`src/logic/admrb_cfg.svh`:
```
// Offsets, field positions, reset values and frame timing of the mode register bank
`ifndef ADMRB_CFG_SVH
`define ADMRB_CFG_SVH

`define ADMRB_IDX_ATT_L      7'h10
`define ADMRB_IDX_ATT_R      7'h11
`define ADMRB_IDX_FMT        7'h12
`define ADMRB_IDX_OUTF       7'h13
`define ADMRB_IDX_SYS        7'h14
`define ADMRB_IDX_ZOUT       7'h15
`define ADMRB_IDX_ZFLAG      7'h16
`define ADMRB_IDX_LINKID     7'h17

`define ADMRB_RST_ATT        8'hFF
`define ADMRB_RST_FMT        8'h50
`define ADMRB_RST_OUTF       8'h00
`define ADMRB_RST_SYS        8'h00
`define ADMRB_RST_ZOUT       8'h01

`define ADMRB_MASK_SYS       8'h7F
`define ADMRB_MASK_ZOUT      8'h07

`define ADMRB_B_OUT_DIS      4
`define ADMRB_B_PIN_FLAG     3
`define ADMRB_B_BYP_ST       2
`define ADMRB_B_ROLLOFF      1
`define ADMRB_B_ZMUTE        0
`define ADMRB_B_SOFT_SYSTEM_RESET         6
`define ADMRB_B_STREAM       5
`define ADMRB_B_BYPASS       4
`define ADMRB_B_MONO         3
`define ADMRB_B_CHSRC        2
`define ADMRB_B_SAMPLE_Z     0

`define ADMRB_FRAME_BITS     5'd16
`define ADMRB_RD_START_BIT   5'd8

`endif

```
`src/logic/admrb_pkg.sv`:
```
// Types shared by the mode register bank and its users
package admrb_pkg;

   // Control fields handed to the audio datapath
   typedef struct packed {
      logic [7:0] left_atten_level;
      logic [7:0] right_atten_level;
      logic [7:0] format_ctrl;
      logic       output_disable;
      logic       shared_pin_flag_select;
      logic       bypass_stereo_select;
      logic       rolloff_select;
      logic       continuous_zero_mute_enable;
      logic       soft_system_reset;
      logic       one_bit_stream_enable;
      logic       filter_bypass_enable;
      logic       mono_enable;
      logic       single_channel_source;
      logic [1:0] oversample_rate_sel;
      logic [1:0] deemph_rate_sel;
      logic [1:0] fir_rate_sel;
      logic [1:0] fir_perf_sel;
      logic       sample_zero_out_enable;
      logic [1:0] stream_zero_out_ctrl;
   } admrb_ctrl_s;

   typedef enum logic [1:0] {
      ADMRB_IDLE  = 2'b00,
      ADMRB_SHIFT = 2'b01,
      ADMRB_DONE  = 2'b10
   } admrb_state_e;

endpackage

```
`src/logic/admrb_top.sv`:
```
// Mode register bank behind the four-wire serial control port
//
// Summary of operation
// RQ1 - Word bit 15 high reads, low writes
// RQ2 - Indices 22 and 23 ignore writes
// RQ3 - Bits 14..8 pick index 16 to 23
// RQ4 - Index 19 bit 4 disables both outputs
// RQ5 - Index 19 bit 3 selects shared pin role
// RQ6 - Index 19 bit 2 stereo bypass, bypass only
// RQ7 - Index 19 bit 1 selects filter rolloff
// RQ8 - Index 19 bit 0 enables zero-input mute
// RQ9 - Index 20 bit 6 commands system reset
// RQ10 - Index 20 bit 5 enables one-bit stream
// RQ11 - Index 20 bit 4 bypasses digital filter
// RQ12 - Index 20 bits 3,2 mono and source
// RQ13 - Index 20 bits 1..0 oversampling rate
// RQ14 - Stream mode: rate field sets FIR rate
// RQ15 - Stream mode: de-emphasis field sets FIR setting
// RQ16 - Index 21 bit 0 sample zero output
// RQ17 - Index 21 bits 2..1 stream zero output
// RQ18 - Index 22 reports left/right zero flags
// RQ19 - Index 23 returns five-bit link identifier
// RQ20 - One 16-bit word, MSB first per frame
// RQ21 - Read data driven after eighth clock
// RQ22 - Write data latched after sixteenth clock
// RQ23 - Host raises select between frames
// RQ24 - Reserved bits read zero, ignore writes; index 19 bits 7..5 are stored and read back
`timescale 1ns/1ps
`include "admrb_cfg.svh"

module admrb_top (
   // Clock and reset
   input  wire logic                 i_clk,
   input  wire logic                 i_rst,
   // Serial control port pins
   input  wire logic                 i_control_select_n,
   input  wire logic                 i_control_bit_clock,
   input  wire logic                 i_control_serial_in,
   output logic                      o_control_serial_out,
   output logic                      o_control_serial_out_oe,
   // Datapath status
   input  wire logic                 i_left_zero_flag,
   input  wire logic                 i_right_zero_flag,
   input  wire logic [4:0]           i_link_node_identifier,
   // Control fields
   output admrb_pkg::admrb_ctrl_s    o_ctrl
);
   import admrb_pkg::*;

   // Index decode, shared by the read and write paths
   function automatic logic idx_is(input logic [6:0] idx, input logic [6:0] want);
      idx_is = (idx == want);
   endfunction

   // Synchronisers; stage one feeds only stage two
   logic [2:0]   sel_sync_r;
   logic [2:0]   clk_sync_r;
   logic [1:0]   din_sync_r;

   always_ff @(posedge i_clk) begin
      if (i_rst) begin
         sel_sync_r <= 3'h7;
         clk_sync_r <= 3'h0;
         din_sync_r <= 2'h0;
      end else begin
         sel_sync_r <= {sel_sync_r[1:0], i_control_select_n};
         clk_sync_r <= {clk_sync_r[1:0], i_control_bit_clock};
         din_sync_r <= {din_sync_r[0], i_control_serial_in};
      end
   end

   wire sel_n     = sel_sync_r[1];
   wire sck_rise  = clk_sync_r[1] & ~clk_sync_r[2];
   wire sck_fall  = ~clk_sync_r[1] & clk_sync_r[2];
   wire sdi       = din_sync_r[1];

   // Register storage
   logic [7:0]   att_l_r;
   logic [7:0]   att_r_r;
   logic [7:0]   fmt_r;
   logic [7:0]   outf_r;
   logic [7:0]   sys_r;
   logic [7:0]   zout_r;

   // Frame state
   admrb_state_e state_r;
   admrb_state_e state_nxt;
   logic [4:0]   bit_cnt_r;
   logic [14:0]  shift_in_r;
   logic [7:0]   shift_out_r;
   logic         out_en_r;

   // The word so far, with the bit arriving on this edge appended
   wire  [15:0]  word_now   = {shift_in_r, sdi};
   wire  [4:0]   bit_cnt_nx = bit_cnt_r + 5'd1;
   wire          take_bit   = (state_r == ADMRB_SHIFT) & sck_rise;
   wire          rd_point   = take_bit & (bit_cnt_nx == `ADMRB_RD_START_BIT);
   wire          frame_end  = take_bit & (bit_cnt_nx == `ADMRB_FRAME_BITS);
   wire          is_read    = shift_in_r[6];              // [RQ1]
   wire  [6:0]   rd_idx     = {shift_in_r[5:0], sdi};     // [RQ3]
   wire  [6:0]   wr_idx     = word_now[14:8];             // [RQ3]
   wire  [7:0]   wr_data    = word_now[7:0];              // [RQ20]
   wire          do_write   = frame_end & ~word_now[15];  // [RQ1] [RQ22]

   // Select high ends any frame; a frame that ran its 16 bits waits for it
   always_comb begin
      state_nxt = state_r;
      case (state_r)
         ADMRB_IDLE: begin
            if (!sel_n) begin
               state_nxt = ADMRB_SHIFT;
            end
         end
         ADMRB_SHIFT: begin
            if (sel_n) begin
               state_nxt = ADMRB_IDLE;
            end else if (frame_end) begin
               state_nxt = ADMRB_DONE;
            end
         end
         ADMRB_DONE: begin
            if (sel_n) begin
               state_nxt = ADMRB_IDLE;                    // [RQ23]
            end
         end
         default: begin
            state_nxt = ADMRB_IDLE;
         end
      endcase
   end

   always_ff @(posedge i_clk) begin
      if (i_rst) begin
         state_r <= ADMRB_IDLE;
      end else begin
         state_r <= state_nxt;
      end
   end

   always_ff @(posedge i_clk) begin
      if (i_rst || state_r != ADMRB_SHIFT) begin
         bit_cnt_r  <= 5'h00;
         shift_in_r <= 15'h0000;
      end else if (sck_rise) begin
         bit_cnt_r  <= bit_cnt_nx;
         shift_in_r <= word_now[14:0];                    // [RQ20]
      end
   end

   // Readback mux; reserved bits of indices 20 to 23 come back as zero, index 19 returns all eight bits
   logic [7:0]   rd_val;

   always_comb begin
      rd_val = 8'h00;
      if (idx_is(rd_idx, `ADMRB_IDX_ATT_L)) begin
         rd_val = att_l_r;
      end else if (idx_is(rd_idx, `ADMRB_IDX_ATT_R)) begin
         rd_val = att_r_r;
      end else if (idx_is(rd_idx, `ADMRB_IDX_FMT)) begin
         rd_val = fmt_r;
      end else if (idx_is(rd_idx, `ADMRB_IDX_OUTF)) begin
         rd_val = outf_r;
      end else if (idx_is(rd_idx, `ADMRB_IDX_SYS)) begin
         rd_val = sys_r & `ADMRB_MASK_SYS;                // [RQ24]
      end else if (idx_is(rd_idx, `ADMRB_IDX_ZOUT)) begin
         rd_val = zout_r & `ADMRB_MASK_ZOUT;              // [RQ24]
      end else if (idx_is(rd_idx, `ADMRB_IDX_ZFLAG)) begin
         rd_val = {6'h00, i_right_zero_flag, i_left_zero_flag};  // [RQ18]
      end else if (idx_is(rd_idx, `ADMRB_IDX_LINKID)) begin
         rd_val = {3'h0, i_link_node_identifier};         // [RQ19]
      end
   end

   // Readback: first data bit stands from the eighth rising edge,
   // later bits move on each falling edge after the ninth rising edge, as a host samples on rising
   always_ff @(posedge i_clk) begin
      if (i_rst || state_r == ADMRB_IDLE || sel_n) begin
         shift_out_r <= 8'h00;
         out_en_r    <= 1'b0;
      end else if (rd_point && is_read) begin
         shift_out_r <= rd_val;                           // [RQ21]
         out_en_r    <= 1'b1;
      end else if (out_en_r && sck_fall && bit_cnt_r > `ADMRB_RD_START_BIT) begin
         shift_out_r <= {shift_out_r[6:0], 1'b0};
      end
   end

   assign o_control_serial_out    = shift_out_r[7];
   assign o_control_serial_out_oe = out_en_r;

   // Writes land only after the last bit; unmapped and read-only indices drop.
   // Indices 22 and 23 have no storage and no strobe, so writes there are lost [RQ2]
   wire          wr_att_l   = do_write & idx_is(wr_idx, `ADMRB_IDX_ATT_L);  // [RQ22]
   wire          wr_att_r   = do_write & idx_is(wr_idx, `ADMRB_IDX_ATT_R);  // [RQ22]
   wire          wr_fmt     = do_write & idx_is(wr_idx, `ADMRB_IDX_FMT);    // [RQ22]
   wire          wr_outf    = do_write & idx_is(wr_idx, `ADMRB_IDX_OUTF);   // [RQ22]
   wire          wr_sys     = do_write & idx_is(wr_idx, `ADMRB_IDX_SYS);    // [RQ22]
   wire          wr_zout    = do_write & idx_is(wr_idx, `ADMRB_IDX_ZOUT);   // [RQ22]

   always_ff @(posedge i_clk) begin
      if (i_rst) begin
         att_l_r <= `ADMRB_RST_ATT;
      end else if (wr_att_l) begin
         att_l_r <= wr_data;
      end
   end

   always_ff @(posedge i_clk) begin
      if (i_rst) begin
         att_r_r <= `ADMRB_RST_ATT;
      end else if (wr_att_r) begin
         att_r_r <= wr_data;
      end
   end

   always_ff @(posedge i_clk) begin
      if (i_rst) begin
         fmt_r <= `ADMRB_RST_FMT;
      end else if (wr_fmt) begin
         fmt_r <= wr_data;
      end
   end

   always_ff @(posedge i_clk) begin
      if (i_rst) begin
         outf_r <= `ADMRB_RST_OUTF;                       // [RQ4] [RQ5] [RQ6] [RQ7] [RQ8]
      end else if (wr_outf) begin
         outf_r <= wr_data;
      end
   end

   // Reserved bits of indices 20 and 21 are never stored, so they cannot alter hidden behaviour
   always_ff @(posedge i_clk) begin
      if (i_rst) begin
         sys_r <= `ADMRB_RST_SYS;                         // [RQ9] [RQ10] [RQ11] [RQ12] [RQ13]
      end else if (wr_sys) begin
         sys_r <= wr_data & `ADMRB_MASK_SYS;              // [RQ24]
      end
   end

   always_ff @(posedge i_clk) begin
      if (i_rst) begin
         zout_r <= `ADMRB_RST_ZOUT;                       // [RQ16] [RQ17]
      end else if (wr_zout) begin
         zout_r <= wr_data & `ADMRB_MASK_ZOUT;            // [RQ24]
      end
   end

   // Field decode toward the datapath
   wire stream_on = sys_r[`ADMRB_B_STREAM];               // [RQ10]
   wire bypass_on = sys_r[`ADMRB_B_BYPASS];               // [RQ11]

   admrb_ctrl_s  ctrl_nxt;

   always_comb begin
      ctrl_nxt                             = '0;
      ctrl_nxt.left_atten_level            = att_l_r;
      ctrl_nxt.right_atten_level           = att_r_r;
      ctrl_nxt.format_ctrl                 = fmt_r;
      ctrl_nxt.output_disable              = outf_r[`ADMRB_B_OUT_DIS];   // [RQ4]
      ctrl_nxt.shared_pin_flag_select      = outf_r[`ADMRB_B_PIN_FLAG];  // [RQ5]
      // Stereo bypass selection has meaning only with the filter bypassed
      ctrl_nxt.bypass_stereo_select        = outf_r[`ADMRB_B_BYP_ST] & bypass_on;  // [RQ6]
      // Rolloff belongs to multi-bit sample input only
      ctrl_nxt.rolloff_select              = outf_r[`ADMRB_B_ROLLOFF] & ~stream_on; // [RQ7]
      ctrl_nxt.continuous_zero_mute_enable = outf_r[`ADMRB_B_ZMUTE] & ~stream_on;   // [RQ8]
      ctrl_nxt.soft_system_reset           = sys_r[`ADMRB_B_SOFT_SYSTEM_RESET];       // [RQ9]
      ctrl_nxt.one_bit_stream_enable       = stream_on;                  // [RQ10]
      ctrl_nxt.filter_bypass_enable        = bypass_on;                  // [RQ11]
      ctrl_nxt.mono_enable                 = sys_r[`ADMRB_B_MONO];       // [RQ12]
      ctrl_nxt.single_channel_source       = sys_r[`ADMRB_B_CHSRC];      // [RQ12]
      if (stream_on) begin
         ctrl_nxt.fir_rate_sel             = sys_r[1:0];                 // [RQ14]
         ctrl_nxt.fir_perf_sel             = fmt_r[3:2];                 // [RQ15]
         ctrl_nxt.stream_zero_out_ctrl     = zout_r[2:1];                // [RQ17]
      end else begin
         ctrl_nxt.oversample_rate_sel      = sys_r[1:0];                 // [RQ13]
         ctrl_nxt.deemph_rate_sel          = fmt_r[3:2];
         ctrl_nxt.sample_zero_out_enable   = zout_r[`ADMRB_B_SAMPLE_Z];  // [RQ16]
      end
   end

   // Registered so the datapath never sees decode glitches
   always_ff @(posedge i_clk) begin
      if (i_rst) begin
         o_ctrl <= '0;
      end else begin
         o_ctrl <= ctrl_nxt;
      end
   end

endmodule

```
`config.mk`:
```
export PLATFORM = sky130hd
export DESIGN_NAME = admrb_top
export DESIGN_NICKNAME = d
export VERILOG_FILES = /design/src/logic/admrb_pkg.sv /design/src/logic/admrb_top.sv
export VERILOG_INCLUDE_DIRS = /design/src /design/src/logic
export SDC_FILE = /design/constraint.sdc
export NUM_CORES = 1
export LEC_CHECK = 0
export BUFFER_PORTS_ARGS = -buffer_cell sky130_fd_sc_hd__buf_4
export CORE_UTILIZATION = 27
export DETAILED_ROUTE_END_ITERATION = 12
export SLEW_MARGIN = 20
export SYNTH_ARGS = -nofsm -noshare
export SYNTH_HDL_FRONTEND = slang
export SYNTH_SLANG_ARGS = --single-unit
```
`constraint.sdc`:
```
create_clock -name i_clk -period 3.33 [get_ports i_clk]
set_input_delay 0.1665 -clock i_clk [delete_from_list [all_inputs] [get_ports i_clk]]
set_output_delay 0.1665 -clock i_clk [all_outputs]
set_load 0.02 [all_outputs]
```
* Yosys cells after proc, flatten, opt, wreduce, memory -nomap -nowiden
Index checks and enable logic that the tools add are counted.
Word-level totals: flip-flop bits (word level) 125, bits of input ports 12, output and inout bits 47, logic and storage cells 102
Cells by class: add/subtract/negate cells 1, magnitude comparators 1, eq/ne operators 22, multiplexer cells 15, bitwise operators 19, reduce and logical (&&, ||, !) cells 11
Operators by type and width (number):
- 7-bit by 5-bit equality test with 1-bit output (second input constant) | 14
- 8-bit 2-to-1 mux | 6
- 1-bit bitwise AND | 15
- 5-bit 2-to-1 mux | 3
- 2-bit 2-to-1 mux | 4
- 7-bit 2-to-1 mux | 1
- 2-bit case mux with 3 select lines | 1
- 5-bit by 1-bit adder with 5-bit output (second input constant) | 1
- 5-bit by 4-bit equality test with 1-bit output (second input constant) | 1
- 5-bit equality test (second input constant) | 1
- 5-bit by 4-bit > comparator with 1-bit output (second input constant) | 1
- 2-bit != test (second input constant) | 2
- 1-bit NOT | 4
- 2-bit OR reduction | 2
- 1-bit logical AND | 3
- 1-bit logical OR | 3
- 3-bit != test (second input constant) | 1
- 3-bit AND reduction | 1
- 2-bit by 1-bit equality test with 1-bit output (second input constant) | 1
- 2-bit equality test (second input constant) | 1
- 2-bit zero test | 1
- 2-bit by 1-bit != test with 1-bit output (second input constant) | 1
- 2-bit nonzero test | 1

* Longest topological paths before layout
depth after elaboration 10, gate-level depth with buffers 8, gate-level depth less buffers 7

* Worst setup path before layout
OpenSTA, ideal clock, no wires.
kind register to register, start point register bit_cnt_r[0], end point register shift_out_r[7], library setup time 0.073 ns, arrival time 1.877 ns, required time 3.257 ns, slack 1.381 ns, stages on the path, launching flop included 7, buffers on the path 0, clock period less this slack 1.949 ns, path through dfxtp_1 -> ha_1 -> nand3_1 -> a22oi_1 -> nand4_4 -> or4b_1 -> a21oi_1
Between the ends: longest elaborated chain between the ends 5, elaborated cells between the ends (all ways) 8, classes of those cells add/sub: 1; order compare: 1; eq/ne: 1; mux: 1; bitwise: 1; reduce/logical: 3
Ends and longest elaborated chain:
- start, declared | line admrb_top.sv:88 | logic [4:0] bit_cnt_r;
- start signal, assigned | line admrb_top.sv:145 | bit_cnt_r <= bit_cnt_nx;
- 5-bit by 1-bit adder with 5-bit output | line admrb_top.sv:95 | wire [4:0] bit_cnt_nx = bit_cnt_r + 5'd1;
- 5-bit by 4-bit equality test with 1-bit output (no line)
- 1-bit bitwise AND | line admrb_top.sv:97 | wire rd_point = take_bit & (bit_cnt_nx == `ADMRB_RD_START_BIT);
- 1-bit logical AND | line admrb_top.sv:180 | end else if (rd_point && is_read) begin
- 8-bit 2-to-1 mux or 2-bit nonzero test (tied branches)
- end signal, assigned | line admrb_top.sv:181 | shift_out_r <= rd_val;
- end signal, assigned | line admrb_top.sv:184 | shift_out_r <= {shift_out_r[6:0], 1'b0};
- end, declared | line admrb_top.sv:90 | logic [7:0] shift_out_r;
Parallel ways exist; a longest one is shown, timed or not. A chain may end at the register's enable or synchronous reset.

* Worst setup path after layout
start point register bit_cnt_r[0], end point register att_l_r[3]
Between the ends: longest elaborated chain between the ends 5
Ends and longest elaborated chain:
- 5-bit by 1-bit adder with 5-bit output | line admrb_top.sv:95
- 5-bit equality test (no line)
- 1-bit bitwise AND | line admrb_top.sv:98 | wire frame_end = take_bit & (bit_cnt_nx == `ADMRB_FRAME_BITS);
- 1-bit bitwise AND | line admrb_top.sv:103 | wire do_write = frame_end & ~word_now[15];
- 1-bit bitwise AND | line admrb_top.sv:193 | wire wr_att_l = do_write & idx_is(wr_idx, `ADMRB_IDX_ATT_L);
- end signal, assigned | line admrb_top.sv:202 | att_l_r <= `ADMRB_RST_ATT;
- end signal, assigned | line admrb_top.sv:204 | att_l_r <= wr_data;
- end, declared | line admrb_top.sv:78 | logic [7:0] att_l_r;
Every way passes these cells.

==> summary.txt <==
Cells and area
  • Post-layout util: between 30% and 40%
  • Area of the multi-input gates: between 2000 and 2500 um2
  • Layout cells sized above 1: 20.0%
  • Area delta synth->final: 26.0%
  • Final net count: approximately 560
  • Fillers: ~1700
  • N_diodes: 0
  • Seq. cell area: around 2500 um2

Synthesis
  • Number of synthesized flops with an enable pin: 0
  • Sequential area share after synthesis: 51.3%
  • Yosys top cell area share: around 51%
  • Synthesized cell area: 4880 um2
  • Primary FF master, synth: dfxtp_1
  • Number of synthesized register bits: 125
  • Syn avg cell area: 9.88 um2
  • Netlist cell types: 50
  • Syn. warnings: 0
  • Post-Syn Instances: roughly 500
  • Yosys top cell by area: dfxtp_1
  • Syn nets: 509
  • Ys async rst share: 0%
  • Synth top area cells: dfxtp_1 (51%), mux2i_1 (12%), nand2b_1 (4.4%), nor2b_1 (3.3%), nor2_1 (3.3%)

CTS
  • CTS Buf Count: 17
  • CTS sink count: about 130
  • Worst-Skew Late Latency: ~420 ps
  • Root buffer selected by CTS: clkbuf_16
  • CTS tree: done
  • Clock Tree Buf Depth: 2
  • Max H-tree Level: 4
  • Post-CTS setup buffers: 0
  • Clk slew on worst S/H paths: around 60 ps

Worst setup path
  • Setup Crit Path Kind: reg2reg
  • Critical-path top delay cell: and4_1
  • Slowest stage delay, CP: ~680 ps
  • Delay-heaviest family, CP: simple AND/OR/NAND/NOR gates
  • Crit path buffers/inverters: 0
  • Startpoint types: flop
  • Crit end category: flop
  • CP cell instances: ha_1 > nand3_1 > o32ai_2 > and4_1 > mux2i_1
  • Worst EP arrival: ~2800 ps
  • Worst endpoint required time: around 3700 ps
  • CP max FO: 8

Die
  • Die H: roughly 140 um
  • # IOs: 59
  • Die Wd: about 140 um
  • Core Area: between 15000 and 20000 um2
  • Starting Density: between 20% and 30%
  • # rows: 48
  • Die area: around 19000 um2

Status
  • Status: complete, no violations

Route
  • Wire per inst: 14.2 um
  • Via count: 3585
  • Total Wirelength: 11.1 mm
  • Via density: 4.56
  • DR DRC count: 0
  • First DRT Iteration DRCs: 218
  • Drt first pass iters: 5
  • Remaining antenna violation count: 0

Flow run
  • Max-Cap Viols: 0

Timing
  • Slew HR: 41.3%
  • Final Hold Fails: 0
  • Setup TNS: 0 ps
  • Max Slew Vio Count: 0
  • Final period demand of the worst path: between 2000 and 2500 ps
  • # setup viols final: 0
  • RSZ-0062 raised after global routing: no
  • Worst Skew: 7.80 ps
  • Fmax: slightly above 400 MHz
  • Worst Tran Pin Value: slightly below 900 ps
  • Period utilisation layout: between 70% and 80%

Worst hold path
  • Worst min-delay path category: in2reg

Pwr
  • IR drop worst, VDD: ~0.00036 V
  • Leakage: roughly 2.5 nW
  • P per Cell Area: around 570 nW/um2

Placement
  • IO buf count: between 50 and 60
  • HPWL after detailed placement: between 7 and 8 mm
  • GP Congestion: around 0.76

GRT
  • Initial antenna violation count: 0
  • First-pass GRT wire length: approximately 18 mm
  • Pin count of the biggest net entering global routing: 54
  • Tot GR Track Use: 12.6%
  • Total gr overflow: 0
  • Vias in the first global route: between 3000 and 4000
## layout make-up
cell class                      instances  share of cell area [%]
Timing Repair Buffer                   65                    8.06
Tap cell                              225                    4.58
Clock inverter                         11                    2.30
Inverter                               17                    1.04
Clock buffer                           20                    7.59
Sequential cell                       125                    40.7
Multi-Input combinational cell        323                    35.7
## state kept, by name, summed over array words and instances, names as in the netlist
name and count:
att_l_r 8, att_r_r 8, bit_cnt_r 5, clk_sync_r 3
din_sync_r 2, fmt_r 8, o_control_serial_out_oe 1, o_ctrl 45
outf_r 8, sel_sync_r 2, shift_in_r 15, shift_out_r 8
state_r 2, sys_r 7, zout_r 3
## power by group
group          switching (mW)  internal [mW]
combinational          0.0556         0.0432
clock                   0.651           1.23
sequential            0.00866           1.51
total                   0.715           2.78
## Yosys cell counts (3+ instances only)
library cell and instances:
dfxtp_1 125, mux2_2 5, mux4_2 3, o21ai_0 4, nand2_1 41, nor2b_1 26, a211oi_1 8, nor2_1 43
a31oi_1 3, and2_1 13, nand3_1 11, or3_1 4, ha_1 3, a22oi_1 4, clkbuf_1 20, buf_2 7
nand2b_1 34, mux2i_1 57, nor3b_1 3, nand4_2 3, inv_1 17, a21oi_1 28
## kinds of logic after synthesis
family / share of synthesized area, %
flops: 51.3
mux: 14.2
simple gates: 22.0
compound gates: 7.59
buf+inv: 3.72
fa+ha+maj: 0.770
xor+xnor: 0.359
## cells in the final DEF, fill, tap and decap left out, types with 2 or more instances in the layout
master         netlist  layout
clkbuf_8             0       3
nand4_2              3       3
or3_1                4       4
a31oi_1              3       3
mux2_2               5       5
nand2_1             41      41
clkinv_2             0       4
and2_1              13      13
nand2b_1            34      34
a22oi_1              4       4
clkbuf_16            0      17
mux4_2               3       3
dlygate4sd3_1        0       3
bufinv_16            0       3
nor3b_1              3       3
mux2i_1             57      57
nor2_1              43      43
or2_2                2       2
o21ai_0              4       4
clkinvlp_4           0       3
a21oi_1             28      28
or4b_1               2       2
ha_1                 3       3
buf_4                0      62
nand3_1             11      11
nor3_1               2       2
a211oi_1             8       8
nor2b_1             26      26
dfxtp_1            125     125
inv_1               17      17
## repair_timing
action | in CTS | in global routing
gates resized for setup | 0 | 0
setup endpoints to repair | 0 | 0
hold buffers | 3 | 0
endpoints found under the hold margin | 3 | 0
## per-stage QoR
step                      instances  setup WS, ps  hold WS [ps]  instance area (um2)  power (mW)
after global routing            786           688           248                 6150        3.60
after global placement          752          1090           352                 5510        1.65
after floorplan                 494          1380           270                 4880        1.61
after detailed placement        752           927           354                 5510        1.65
after CTS                       786           862           206                 6150        3.54
final                           786           882           214                 6150        3.50
## final timing paths
check / startpoint / to / slack [ps] / cells after the start
min: i_rst / clk_sync_r[2] / 210 / 2
max: bit_cnt_r[0] / att_l_r[3] / 880 / 5
min reg2reg: sel_sync_r[0] / sel_sync_r[1] / 410 / 1
max reg2reg: bit_cnt_r[0] / att_l_r[3] / 880 / 5
## per-layer routing
layer  track usage [%]  up-vias  wire length [um]
met4              5.74        0               132
met5                 0        -                 0
met3              3.13       14               521
met2              20.8       83              5440
met1              15.4     1692              5030
li1                  -     1796                 -
(Power assumes the default switching activity.)
